==> src/hw/lpr_pkg.sv <==
// constants, command carrier and helpers for the refresh scheduling block
// assumes a single 100 MHz core clock that also samples the command bus
package lpr_pkg;

  // ==========================================================================
  // clock and timing
  // ==========================================================================
  localparam int CLK_MHZ = 100;
  localparam int NS_PER_US = 1000;
  localparam int RFCAB_NS_DEF = 130;
  localparam int RFCPB_NS_DEF = 60;
  localparam int BURST_FACTOR = 4;
  localparam int BURST_MAX = 8;
  localparam int EIGHT_BANKS = 8;

  // ==========================================================================
  // widths and command field positions
  // ==========================================================================
  localparam int BANK_W = 3;
  localparam int TMR_W = 8;
  localparam int STAMP_W = 32;
  localparam int SPTR_W = 3;
  localparam int SCNT_W = 4;
  localparam int CA_W = 4;
  localparam int CA_BIT0 = 0;
  localparam int CA_BIT1 = 1;
  localparam int CA_BIT2 = 2;
  localparam int CA_BIT3 = 3;

  typedef struct packed {
    logic cs_n;
    logic [CA_W-1:0] ca;
  } lpr_ca_t;

  // least time in cycles, rounded up, never below one
  function automatic int lpr_cyc_ceil(input int ns);
    int c;
    c = (ns * CLK_MHZ + NS_PER_US - 1) / NS_PER_US;
    return (c < 1) ? 1 : c;
  endfunction : lpr_cyc_ceil

  // refresh command: select low, bit0 low, bit1 low, bit2 high
  function automatic logic lpr_is_refresh(input lpr_ca_t c);
    return !c.cs_n && !c.ca[CA_BIT0] && !c.ca[CA_BIT1] && c.ca[CA_BIT2];
  endfunction : lpr_is_refresh

endpackage : lpr_pkg

==> src/hw/lpr_refresh.sv <==
// device-side refresh command handling: decode, bank counter, busy tracking
// assumes command bus is sampled on I_CORE_CLK; reset/self-refresh-exit are
// decoded elsewhere and arrive as one-cycle pulses on the same clock
`timescale 1ns/1ps
`default_nettype none

module lpr_refresh #(
  parameter int NUM_BANKS = lpr_pkg::EIGHT_BANKS,
  parameter int RFCAB_NS = lpr_pkg::RFCAB_NS_DEF,
  parameter int RFCPB_NS = lpr_pkg::RFCPB_NS_DEF
) (
  input wire logic I_CORE_CLK,
  input wire logic I_RST,
  input wire lpr_pkg::lpr_ca_t I_CA_CMD,
  input wire logic I_RESET_CMD,
  input wire logic I_SREF_EXIT,
  output logic [lpr_pkg::BANK_W-1:0] O_REF_BANK,
  output logic O_PB_REFRESH,
  output logic O_AB_REFRESH,
  output logic [NUM_BANKS-1:0] O_BANK_BUSY,
  output logic O_TIMING_ERROR,
  output logic O_BURST_ERROR
);

  // ==========================================================================
  // derived cycle counts
  // ==========================================================================
  localparam int RFCAB_CYC = lpr_pkg::lpr_cyc_ceil(RFCAB_NS);
  localparam int RFCPB_CYC = lpr_pkg::lpr_cyc_ceil(RFCPB_NS);
  localparam int BURST_WIN_CYC = lpr_pkg::BURST_FACTOR * lpr_pkg::BURST_MAX * RFCAB_CYC;
  localparam logic [lpr_pkg::TMR_W-1:0] AB_LOAD = lpr_pkg::TMR_W'(RFCAB_CYC - 1);
  localparam logic [lpr_pkg::TMR_W-1:0] PB_LOAD = lpr_pkg::TMR_W'(RFCPB_CYC - 1);
  localparam logic [lpr_pkg::STAMP_W-1:0] BURST_WIN = lpr_pkg::STAMP_W'(BURST_WIN_CYC);
  localparam logic [lpr_pkg::BANK_W-1:0] LAST_BANK = lpr_pkg::BANK_W'(NUM_BANKS - 1);
  localparam logic [lpr_pkg::SCNT_W-1:0] SCNT_FULL = lpr_pkg::SCNT_W'(lpr_pkg::BURST_MAX);
  localparam logic PB_ALLOWED = (NUM_BANKS == lpr_pkg::EIGHT_BANKS);

  // ==========================================================================
  // state
  // ==========================================================================
  logic [lpr_pkg::TMR_W-1:0] ab_tmr, next_ab_tmr, pb_tmr, next_pb_tmr;
  logic [lpr_pkg::BANK_W-1:0] ref_bank, next_ref_bank, pb_bank, next_pb_bank;
  logic [NUM_BANKS-1:0] busy, next_busy;
  logic pb_ev, next_pb_ev, ab_ev, next_ab_ev, terr, next_terr, berr, next_berr;
  logic [lpr_pkg::STAMP_W-1:0] now, next_now;
  logic [lpr_pkg::STAMP_W-1:0] stamp [lpr_pkg::BURST_MAX];
  logic [lpr_pkg::STAMP_W-1:0] next_stamp [lpr_pkg::BURST_MAX];
  logic [lpr_pkg::SPTR_W-1:0] sptr, next_sptr;
  logic [lpr_pkg::SCNT_W-1:0] scnt, next_scnt;
  logic is_ref, want_pb, want_ab, ab_run, pb_run, pb_ok, ab_ok;

  // ==========================================================================
  // decode and acceptance
  // ==========================================================================
  always_comb begin
    is_ref = lpr_pkg::lpr_is_refresh(I_CA_CMD);
    want_pb = is_ref && !I_CA_CMD.ca[lpr_pkg::CA_BIT3];
    want_ab = is_ref && I_CA_CMD.ca[lpr_pkg::CA_BIT3];
    ab_run = (ab_tmr != '0);
    pb_run = (pb_tmr != '0);
    // spacing after prior refreshes enforced; violators are dropped
    pb_ok = want_pb && PB_ALLOWED && !ab_run && !pb_run;
    ab_ok = want_ab && !ab_run && !pb_run;
  end

  // ==========================================================================
  // timers, bank counter and busy map
  // ==========================================================================
  always_comb begin
    next_ab_tmr = ab_run ? ab_tmr - 1'b1 : ab_tmr;
    next_pb_tmr = pb_run ? pb_tmr - 1'b1 : pb_tmr;
    next_pb_bank = pb_bank;
    next_ref_bank = ref_bank;
    if (ab_ok) begin
      next_ab_tmr = AB_LOAD;
    end
    if (pb_ok) begin
      next_pb_tmr = PB_LOAD;
      next_pb_bank = ref_bank;
      next_ref_bank = (ref_bank == LAST_BANK) ? '0 : ref_bank + 1'b1;
    end
    if (I_RESET_CMD || I_SREF_EXIT || ab_ok) begin
      next_ref_bank = '0;
    end
    for (int b = 0; b < NUM_BANKS; b++) begin
      // only the per-bank target is blocked; others stay usable
      next_busy[b] = (next_ab_tmr != '0) ||
                     ((next_pb_tmr != '0) && (next_pb_bank == lpr_pkg::BANK_W'(b)));
    end
    next_pb_ev = pb_ok;
    next_ab_ev = ab_ok;
    // refresh inside a running delay, or per-bank on a small device
    next_terr = (want_pb && !pb_ok) || (want_ab && !ab_ok);
  end

  // ==========================================================================
  // burst limit: ring of the last eight all-bank issue times
  // ==========================================================================
  always_comb begin
    next_now = now + 1'b1;
    next_stamp = stamp;
    next_sptr = sptr;
    next_scnt = scnt;
    next_berr = ab_ok && (scnt == SCNT_FULL) && ((now - stamp[sptr]) < BURST_WIN);
    if (ab_ok) begin
      next_stamp[sptr] = now;
      next_sptr = sptr + 1'b1;
      if (scnt != SCNT_FULL) begin
        next_scnt = scnt + 1'b1;
      end
    end
  end

  always_ff @(posedge I_CORE_CLK) begin
    if (I_RST) begin
      ab_tmr <= '0;
      pb_tmr <= '0;
      pb_bank <= '0;
      ref_bank <= '0;
      busy <= '0;
      pb_ev <= 1'b0;
      ab_ev <= 1'b0;
      terr <= 1'b0;
      berr <= 1'b0;
      now <= '0;
      for (int i = 0; i < lpr_pkg::BURST_MAX; i++) begin
        stamp[i] <= '0;
      end
      sptr <= '0;
      scnt <= '0;
    end else begin
      ab_tmr <= next_ab_tmr;
      pb_tmr <= next_pb_tmr;
      pb_bank <= next_pb_bank;
      ref_bank <= next_ref_bank;
      busy <= next_busy;
      pb_ev <= next_pb_ev;
      ab_ev <= next_ab_ev;
      terr <= next_terr;
      berr <= next_berr;
      now <= next_now;
      stamp <= next_stamp;
      sptr <= next_sptr;
      scnt <= next_scnt;
    end
  end

  assign O_REF_BANK = ref_bank;
  assign O_PB_REFRESH = pb_ev;
  assign O_AB_REFRESH = ab_ev;
  assign O_BANK_BUSY = busy;
  assign O_TIMING_ERROR = terr;
  assign O_BURST_ERROR = berr;
endmodule : lpr_refresh

`default_nettype wire

==> config.mk <==
export PLATFORM = sky130hd
export DESIGN_NAME = lpr_refresh
export DESIGN_NICKNAME = d
export VERILOG_FILES = /design/src/hw/lpr_pkg.sv /design/src/hw/lpr_refresh.sv
export SDC_FILE = /design/constraint.sdc
export NUM_CORES = 1
export LEC_CHECK = 0
export ABC_AREA = 1
export ABC_CLOCK_PERIOD_IN_PS = 4100
export BUFFER_PORTS_ARGS = -buffer_cell sky130_fd_sc_hd__buf_2
export CAP_MARGIN = 25
export CORE_MARGIN = 5
export CORE_UTILIZATION = 45
export CTS_CLUSTER_DIAMETER = 120
export CTS_CLUSTER_SIZE = 25
export DETAILED_ROUTE_END_ITERATION = 8
export PLACE_DENSITY = 0.6
export SLEW_MARGIN = 0
export SYNTH_ARGS = -nofsm -noshare
export SYNTH_HDL_FRONTEND = slang
export SYNTH_SLANG_ARGS = --single-unit
==> constraint.sdc <==
create_clock -name I_CORE_CLK -period 4.1 [get_ports I_CORE_CLK]
set_clock_uncertainty 0.05 [all_clocks]
set_input_delay 0.41 -clock I_CORE_CLK [delete_from_list [all_inputs] [get_ports I_CORE_CLK]]
set_output_delay 0.41 -clock I_CORE_CLK [all_outputs]
set_load 0.02 [all_outputs]
==> results of run 1 <==
==> worst max-delay path: stages (launching register included) <==
cell and delay (ps):
dfxtp_1 540, inv_1 140, nor2_4 390, buf_4 310
o21ai_0 120, o22ai_1 120, nor2_1 90, ha_1 380
nand2_1 90, inv_1 80, nand3_1 100, nor3_1 260
nand3_1 190, nand2_1 120, nand3_1 100, nand3_1 150
nor2_1 50, nor2_1 100, nand3_1 80, nor2_1 110
nand2_1 70, nor2_2 90
==> cells by family after synthesis <==
family / synth area share, %
AO/OA/AOI/OAI: 28.9
AND/OR/NAND/NOR: 17.7
flip-flops: 42.6
buffers and inverters: 7.05
adder cells (fa/ha/maj): 3.16
XOR/XNOR: 0.566
==> stage by stage <==
step,total power [W],setup WS (ps),instances
finish,0.00622,327,2503
detailed placement,0.00445,384,2483
floorplan,0.00422,963,2122
CTS,0.00628,360,2503
global route,0.00657,39.7,2503
global placement,0.00444,389,2483
==> layout make-up <==
cell class	instances	area, um2	area share, %
clock buffer	18	429	2.62
clock inverter	2	38.8	0.237
sequential	329	6590	40.2
multi-input combinational	1523	7800	47.6
timing repair buffer	53	465	2.84
inverter	130	495	3.02
tap	448	561	3.42
==> registers in the layout (all words and copies together) (netlist names) <==
name / count
O_BANK_BUSY: 8
O_BURST_ERROR: 1
scnt: 4
ab_tmr: 8
O_PB_REFRESH: 1
pb_bank: 3
stamp: 256
pb_tmr: 8
O_TIMING_ERROR: 1
O_REF_BANK: 3
sptr: 3
now: 32
O_AB_REFRESH: 1
==> metal layers <==
metal	track usage [%]	wire length, um	vias up
met1	31.8	20600	6658
met4	3.90	707	0
met5	0	0	-
met2	35.2	19600	401
li1	-	-	7152
met3	1.77	2240	52
==> path summary, 6_finish.rpt <==
| check | startpoint | cells after the start | end | slack, ps |
|---|---|---|---|---|
| setup / recovery | sptr[1]$_SDFFE_PP0P_ | 21 | O_BURST_ERROR$_SDFF_PP0_ | 330 |
| hold / removal | I_CA_CMD[2] | 3 | O_TIMING_ERROR$_SDFF_PP0_ | 130 |
| setup reg to reg | sptr[1]$_SDFFE_PP0P_ | 21 | O_BURST_ERROR$_SDFF_PP0_ | 330 |
| hold reg to reg | now[0]$_SDFF_PP0_ | 1 | now[0]$_SDFF_PP0_ | 430 |
==> power groups by stage <==
stage / Clock [W] / Combinational [W] / Sequential [W]
2_1_floorplan: 0 / 0.000810 / 0.00341
3_3_place_gp: 0 / 0.00104 / 0.00340
3_5_place_dp: 0 / 0.00104 / 0.00340
4_1_cts: 0.00190 / 0.00105 / 0.00333
5_1_grt: 0.00202 / 0.00120 / 0.00334
6_report: 0.00184 / 0.00105 / 0.00333
==> synth_stat cells (2+ instances only) <==
master	n
o211ai_1	2
nor3_2	2
nand2_2	14
nand3_1	46
a21o_1	7
a31o_2	2
nand2_4	2
a31oi_1	3
o22ai_1	62
nand3b_1	9
a21oi_1	321
xor2_1	5
buf_1	4
clkinv_1	14
nor2_2	10
xnor2_1	5
ha_1	39
dfxtp_1	329
nor2_1	275
clkbuf_1	84
nor3_1	37
nor4_1	9
nand4_1	11
nand2_1	180
o21ai_1	10
o21bai_1	3
and3_1	2
inv_2	5
buf_4	2
clkbuf_2	8
nor2_4	10
nor3b_1	3
a211oi_1	6
inv_1	111
o21ai_0	428
o21ai_2	2
o21a_1	5
buf_2	41
nand3_2	2
==> placed cells by master, fill, tap and decap left out, types with 6 or more instances in the layout <==
| cell | instances |
|---|---|
| nor3_1 | 37 |
| nand4_1 | 11 |
| nand3b_1 | 9 |
| o22ai_1 | 62 |
| a21o_1 | 7 |
| o21ai_0 | 428 |
| buf_2 | 23 |
| a21oi_1 | 321 |
| o21ai_1 | 10 |
| nor4_1 | 9 |
| buf_4 | 20 |
| buf_12 | 10 |
| clkinv_1 | 13 |
| inv_1 | 111 |
| nor2_2 | 7 |
| nand2_1 | 180 |
| ha_1 | 39 |
| dfxtp_1 | 328 |
| nor2_4 | 13 |
| nand2_2 | 14 |
| clkbuf_16 | 17 |
| a211oi_1 | 6 |
| nor2_1 | 275 |
| nand3_1 | 46 |
==> qor.txt, run 1 <==
run status: completed
worst endpoint required time: 4530 ps
synth unique cells: 51
Leak: 6.77 nW
share of layout cells above drive strength 1: 6.23%
Reg clk slew, reported paths: 110 ps
Synth Net Count: 2,170
clock share of power: 29.6%
std cell rows: 67
H-tree depth: 1
dpl cell area: 15,900 um2
drt drc: 0
max cap viols: 0
1st-iter DRT viols: 1,330
initial cell density of the core: 45.9%
Rel. slew slack: 50.1%
via count: 14,300
unrepaired setup endpoints after global routing: no
Post-synth EDFFs: 0
Yosys Warn Count: 0
Area Growth Syn to Fin: 5.94%
crit path max fanout: 15
DRT antenna net count: 0
kind of critical path: reg -> reg
Hold Crit Class: in -> reg
CTS max path bufs: 3
port buffer count: 23
Post-Route Utilization: 48.6%
combinational share of power: 16.9%
Async S/R FF share, synth: 0%
Skew-Pair Late Insertion Delay: 520 ps
Total GRT Usage: 21.6%
hpwl dp: 28.0 mm
worst hold slack: 134 ps
Critical Path End Type: register
fmax: 265 MHz
Final nets: 2,102
main area contributors after synthesis: dfxtp_1 (43%), o21ai_0 (14%), a21oi_1 (10%), nor2_1 (6.7%), nand2_1 (4.4%)
clk sinks: 329
# diodes: 0
WL per Instance: 17.2 um
core region area: 33,700 um2
die extent in x: 195 um
cell area after synthesis: 15,500 um2
Synth Instances: 2,122
largest net degree at the start of global routing: 136
period utilization: 92.0%
Synth area leader: dfxtp_1
P_sw: 0.00180 W
CTS tree: built
Setup TNS Final: 0 ps
vias in the first global route: 13,000
area share of the leading cell type in the synthesized netlist: 42.6%
sequential power share: 53.5%
CTS root buffer: clkbuf_16
antenna violations before repair: 1
Placer Congestion: 0.940
post-CTS setup buffer count: 0
Seq/Total Area, Yosys: 42.6%
hold_buf cts: 0
maximum VDD drop: 531 uV
first drt pass iteration count: 7
startpoint types: register
Synth Flop Type: dfxtp_1
CTS buffer count: 17
Min Clock Period, post-route: 3770 ps
GRT overflow: 0
post-route cell area: 16,400 um2
Hold Vio Cnt, Final: 0
die area: 38,200 um2
max-slew violations: 0
post-DR vias/cell: 5.70
Least-Margin Pin Slew: 748 ps
power density over the cells: 379 nW/um2
Mapped Avg Cell Area: 7.29 um2
Top-Level Pins: 24
global-route wire length before repair: 69.6 mm
FILL cells: 3,423
Sw Ratio: 29.0%
final setup fails: 0
cts repair resizes: 0
internal power: 0.00441 W
Worst Path Arrival: 4200 ps
total wire length: 43.2 mm
flops & latches, synth: 329
Die Y: 195 um
Power figures use the tool's default switching activity.
==> run 2, diff against run 1 <==
- CTS_BUF_LIST: not set -> sky130_fd_sc_hd__clkbuf_8
==> run 2 against run 1 <==
Compared with the run above: cell area decreased by 1.2%; largest power group unchanged; wire length about the same; highest routed layer unchanged; count of clock-buffer cells in the layout decreased by 1; cell count unchanged; clock power decreased by 23%; hold slack got worse by 49 ps; critical path depth unchanged; largest cell class unchanged; sequential cell count unchanged; via count decreased by 0.56%; core utilization decreased by 0.57 points.
==> qor.txt, run 2 (same netlist as run 1, synthesis figures left out) <==
run status: completed
Min Clock Period, post-route: 3770 ps (+0.819 ps)
max reg flops: 256 (unchanged)
Largest regs: stamp: 256 flops, now: 32 flops
Hold Crit Class: in -> reg
Placer Congestion: 0.940 (unchanged)
die area: 38,200 um2 (unchanged)
Leak: 6.68 nW (-1.3%)
vias in the first global route: 13,100 (+0.046%)
kind of critical path: reg -> reg
CTS root buffer: clkbuf_8
total wire length: 43.1 mm (about the same)
worst endpoint required time: 4600 ps (+70 ps)
Area Growth Syn to Fin: 4.69%
clk sinks: 329 (unchanged)
Die Y: 195 um (unchanged)
global-route wire length before repair: 69.5 mm (-0.19%)
fmax: 265 MHz (about the same)
CTS max path bufs: 3 (unchanged)
die extent in x: 195 um (unchanged)
Worst Path Arrival: 4270 ps (+70 ps)
worst hold slack: 85.4 ps (-48.9 ps)
cts repair resizes: 0 (unchanged)
dpl cell area: 15,900 um2 (unchanged)
crit path max fanout: 15 (unchanged)
max-slew violations: 0 (unchanged)
Final nets: 2,102 (unchanged)
share of layout cells above drive strength 1: 6.23% (unchanged)
largest net degree at the start of global routing: 136 (unchanged)
post-route cell area: 16,200 um2 (-1.2%)
Setup TNS Final: 0 ps (unchanged)
WL per Instance: 17.2 um (about the same)
std cell rows: 67 (unchanged)
H-tree depth: 1 (unchanged)
Rel. slew slack: 49.4% (-0.74 points)
final setup fails: 0 (unchanged)
Skew-Pair Late Insertion Delay: 580 ps (+60 ps)
post-CTS setup buffer count: 0 (unchanged)
CTS tree: built
period utilization: 92.0% (about the same)
hpwl dp: 28.0 mm (unchanged)
Total GRT Usage: 21.6% (about the same)
# diodes: 0 (unchanged)
unrepaired setup endpoints after global routing: no
startpoint types: register
Critical Path End Type: register
core region area: 33,700 um2 (unchanged)
initial cell density of the core: 45.9% (unchanged)
port buffer count: 23 (unchanged)
Top-Level Pins: 24 (unchanged)
antenna violations before repair: 1 (unchanged)
max cap viols: 0 (unchanged)
DRT antenna net count: 0 (unchanged)
power density over the cells: 358 nW/um2 (-5.7%)
GRT overflow: 0 (unchanged)
hold_buf cts: 0 (unchanged)
Hold Vio Cnt, Final: 0 (unchanged)
FILL cells: 3,458 (+1.0%)
CTS buffer count: 17 (unchanged)
most common cell after layout, fill and taps aside: o21ai_0
post-DR vias/cell: 5.67 (-0.56%)
drt drc: 0 (unchanged)
first drt pass iteration count: 9 (+2)
Least-Margin Pin Slew: 759 ps (+11.0 ps)
1st-iter DRT viols: 1,332 (+0.15%)
maximum VDD drop: 476 uV (-10%)
largest reg by FF count: stamp
most frequent cells in the layout: o21ai_0 (428), dfxtp_1 (328), a21oi_1 (321), nor2_1 (275), nand2_1 (180)
Reg clk slew, reported paths: 160 ps (+50 ps)
via count: 14,200 (-0.56%)
[run 2: stage by stage]
step	total power, W	util (%)	worst slack (ps)	cells
4_1_cts	0.00586	48.0	357	2503
5_1_grt	0.00614	48.0	45.5	2503
3_3_place_gp	0.00444	47.2	389	2483
2_1_floorplan	0.00422	-	963	2122
3_5_place_dp	0.00445	47.2	384	2483
6_report	0.00579	48.0	326	2503
[run 2: where the power goes]
group          switching, W  total [W]  leakage, nW  internal, W
clock network       0.00101    0.00141        0.139     0.000400
registers         0.0000524    0.00333         2.66      0.00328
logic              0.000683    0.00105         3.88     0.000365
[run 2: layer usage]
metal  routed length, um  track usage (%)  up-vias
met5                   0                0        -
met4                 602             3.59        0
li1                    -                -     7134
met3                2220             1.95       42
met2               19600             35.2      366
met1               20700             31.7     6641
[run 2: final timing paths]
check / depth (start not counted) / end / start / slack (ps)
setup / recovery: 21 / O_BURST_ERROR$_SDFF_PP0_ / sptr[1]$_SDFFE_PP0P_ / 330
hold / removal: 3 / O_TIMING_ERROR$_SDFF_PP0_ / I_CA_CMD[2] / 90
setup reg to reg: 21 / O_BURST_ERROR$_SDFF_PP0_ / sptr[1]$_SDFFE_PP0P_ / 330
hold reg to reg: 1 / now[0]$_SDFF_PP0_ / now[0]$_SDFF_PP0_ / 440
[run 2: cell type report]
class                           count  area (um2)  area share, %
Multi-Input combinational cell   1523        7800           48.2
Sequential cell                   329        6590           40.7
Tap cell                          448         561           3.46
Inverter                          130         495           3.06
Timing Repair Buffer               53         465           2.88
Clock buffer                       17         234           1.45
Clock inverter                      3        41.3          0.255
[run 2: critical path: stages (launching register included)]
cell,delay (ps)
dfxtp_1,560
inv_1,140
nor2_4,390
buf_4,300
o21ai_0,110
o22ai_1,120
nor2_1,90
ha_1,390
nand2_1,90
inv_1,90
nand3_1,110
nor3_1,250
nand3_1,190
nand2_1,120
nand3_1,90
nand3_1,140
nor2_1,50
nor2_1,100
nand3_1,80
nor2_1,110
nand2_1,70
nor2_2,90
==> run 3, diff against run 2 <==
- CORE_ASPECT_RATIO: not set -> 1.2
- SETUP_SLACK_MARGIN: not set -> 0.4
==> run 3 against run 2 <==
Compared with the run above: non-clock buffer count rose by 10; sequential cell count did not move; die area barely moved; cell count rose by 0.68%; combinational power barely moved; wire length rose by 3.2%; clock power barely moved; via count rose by 0.52%; critical path type unchanged; count of clock-buffer cells in the layout did not move; first-iteration DRC count fell by 20%.
==> qor.txt, run 3 (same netlist as run 1, synthesis figures left out) <==
FILL cells: 3,475 (+0.49%)
most common cell after layout, fill and taps aside: o21ai_0
total power draw: 0.00581 W (+0.27%)
Total GRT Usage: 22.7% (+1.1 points)
HP Start: I_CA_CMD[2]
core region area: 34,000 um2 (+0.83%)
1st-iter DRT viols: 1,065 (-20%)
Hold Vio Cnt, Final: 0 (unchanged)
kind of critical path: reg -> reg
max reg flops: 256 (unchanged)
# diodes: 0 (unchanged)
internal power: 0.00404 W (about the same)
max-slew violations: 0 (unchanged)
period utilization: 84.2% (-7.8 points)
worst path bufs/invs: 4 (+1)
Worst Path Arrival: 3930 ps (-340 ps)
CTS tree: built
hold_buf cts: 0 (unchanged)
sequential power share: 57.4% (about the same)
clock share of power: 24.3% (about the same)
share of layout cells above drive strength 1: 7.12% (+0.89 points)
WL per Instance: 17.7 um (+2.5%)
via count: 14,300 (+0.52%)
hpwl dp: 28.7 mm (+2.7%)
critical path's slowest cell: dfxtp_4
vias in the first global route: 13,300 (+2.2%)
maximum VDD drop: 424 uV (-11%)
Largest regs: stamp: 256 flops, now: 32 flops
worst endpoint required time: 4580 ps (-20 ps)
run status: completed
global-route wire length before repair: 70.7 mm (+1.7%)
Skew-Pair Late Insertion Delay: 570 ps (about the same)
Die Y: 213 um (+9.1%)
first drt pass iteration count: 5 (-4)
clk sinks: 329 (unchanged)
die extent in x: 179 um (-8.3%)
fmax: 290 MHz (+9.3%)
CTS root buffer: clkbuf_8
Placer Congestion: 0.982 (+4.4%)
post-route cell area: 16,300 um2 (+0.66%)
unrepaired setup endpoints after global routing: no
DRT antenna net count: 0 (unchanged)
Top-Level Pins: 24 (unchanged)
crit path cell chain: inv_1 > nor2_2 > buf_6 > buf_4 > o21ai_0 > o22ai_1 > nor2_1 > ha_1 > nand2_1 > inv_1 > a21oi_1 > o21bai_1 > a21oi_1 > a21oi_1 > a21oi_1 > nand3_1 > nor2_1 > nand2_1 > nor2_2 > nand2_1 > nor2_2
Critical Path End Type: register
largest net degree at the start of global routing: 144 (+5.9%)
Reg clk slew, reported paths: 150 ps (about the same)
dpl cell area: 15,900 um2 (-0.25%)
crit path max fanout: 11 (-4)
most frequent cells in the layout: o21ai_0 (426), dfxtp_1 (326), a21oi_1 (317), nor2_1 (274), nand2_1 (179)
Final nets: 2,112 (+0.48%)
startpoint types: register
CTS max path bufs: 3 (unchanged)
drt drc: 0 (unchanged)
Crit path max-delay family: compound AO/OA/AOI/OAI gates
initial cell density of the core: 45.5% (-0.38 points)
largest reg by FF count: stamp
power density over the cells: 356 nW/um2 (-0.39%)
Least-Margin Pin Slew: 908 ps (+149 ps)
worst hold slack: 67.4 ps (-18.0 ps)
H-tree depth: 1 (unchanged)
total wire length: 44.5 mm (+3.2%)
CTS buffer count: 17 (unchanged)
post-DR vias/cell: 5.66 (-0.16%)
Min Clock Period, post-route: 3450 ps (-321 ps)
P_sw: 0.00177 W (+0.95%)
Hold Crit Class: in -> reg
antenna violations before repair: 1 (unchanged)
std cell rows: 74 (+10%)
Sw Ratio: 30.4% (+0.20 points)
combinational share of power: 18.4% (+0.3 points)
delay of the slowest critical-path stage: 420 ps (-140 ps)
Area Growth Syn to Fin: 5.39%
final setup fails: 0 (unchanged)
die area: 38,200 um2 (about the same)
Rel. slew slack: 39.5% (-9.9 points)
Critical path origin: sptr[1]$_SDFFE_PP0P_
GRT overflow: 0 (unchanged)
worst r2r src: sptr[1]$_SDFFE_PP0P_
Leak: 6.76 nW (+1.1%)
Setup TNS Final: 0 ps (unchanged)
port buffer count: 23 (unchanged)
most frequent CP cell: a21oi_1
max cap viols: 0 (unchanged)
==> run 3: per-stage QoR <==
stage | utilization (%) | setup WS, ps | instances
floorplan | - | 963 | 2122
global placement | 46.7 | 462 | 2494
detailed placement | 46.7 | 441 | 2494
CTS | 47.5 | 411 | 2513
global route | 48.0 | 378 | 2520
finish | 48.0 | 647 | 2520
==> run 3: area by class of cell <==
cell class | count | area, um2 | area share (%)
clock inverter | 2 | 33.8 | 0.207
tap | 456 | 571 | 3.50
multi-input combinational | 1523 | 7830 | 48.0
timing repair buffer | 63 | 536 | 3.29
clock buffer | 17 | 234 | 1.44
sequential | 329 | 6600 | 40.5
inverter | 130 | 498 | 3.06
==> run 3: final timing paths <==
| path | endpoint | slack, ps | cells after the start |
|---|---|---|---|
| worst min register to register | now[0]$_SDFF_PP0_ | 440 | 1 |
| worst max register to register | O_BURST_ERROR$_SDFF_PP0_ | 650 | 21 |
| worst max-delay path | O_BURST_ERROR$_SDFF_PP0_ | 650 | 21 |
| worst min-delay path | O_TIMING_ERROR$_SDFF_PP0_ | 70 | 3 |
==> run 3: layer usage <==
layer / global-route usage, % / share of wire [%] / up-vias
li1: - / - / 7144
met1: 31.6 / 46 / 6710
met2: 38.1 / 47 / 347
met3: 2.44 / 4.8 / 56
met4: 5.12 / 1.9 / 0
met5: 0 / 0 / -
==> run 3: worst reg2reg max path, stage by stage (launching register included) <==
cell	delay, ps
dfxtp_4	420
inv_1	70
nor2_2	140
buf_6	200
buf_4	210
o21ai_0	100
o22ai_1	170
nor2_1	110
ha_1	370
nand2_1	180
inv_1	60
a21oi_1	290
o21bai_1	110
a21oi_1	220
a21oi_1	110
a21oi_1	140
nand3_1	90
nor2_1	90
nand2_1	80
nor2_2	70
nand2_1	80
nor2_2	70
==> run 3: power groups by stage <==
stage                     Combinational, W  Sequential, W  Clock, W
after floorplan                   0.000810        0.00341         0
after global placement             0.00105        0.00340         0
after detailed placement           0.00106        0.00340         0
after CTS                          0.00106        0.00333   0.00147
after global routing               0.00122        0.00335   0.00157
final                              0.00107        0.00333   0.00141
==> run 3: repair_timing <==
action | in CTS | in global routing
setup endpoints to repair | 0 | 1
setup buffers | 0 | 6
resized for setup | 0 | 22
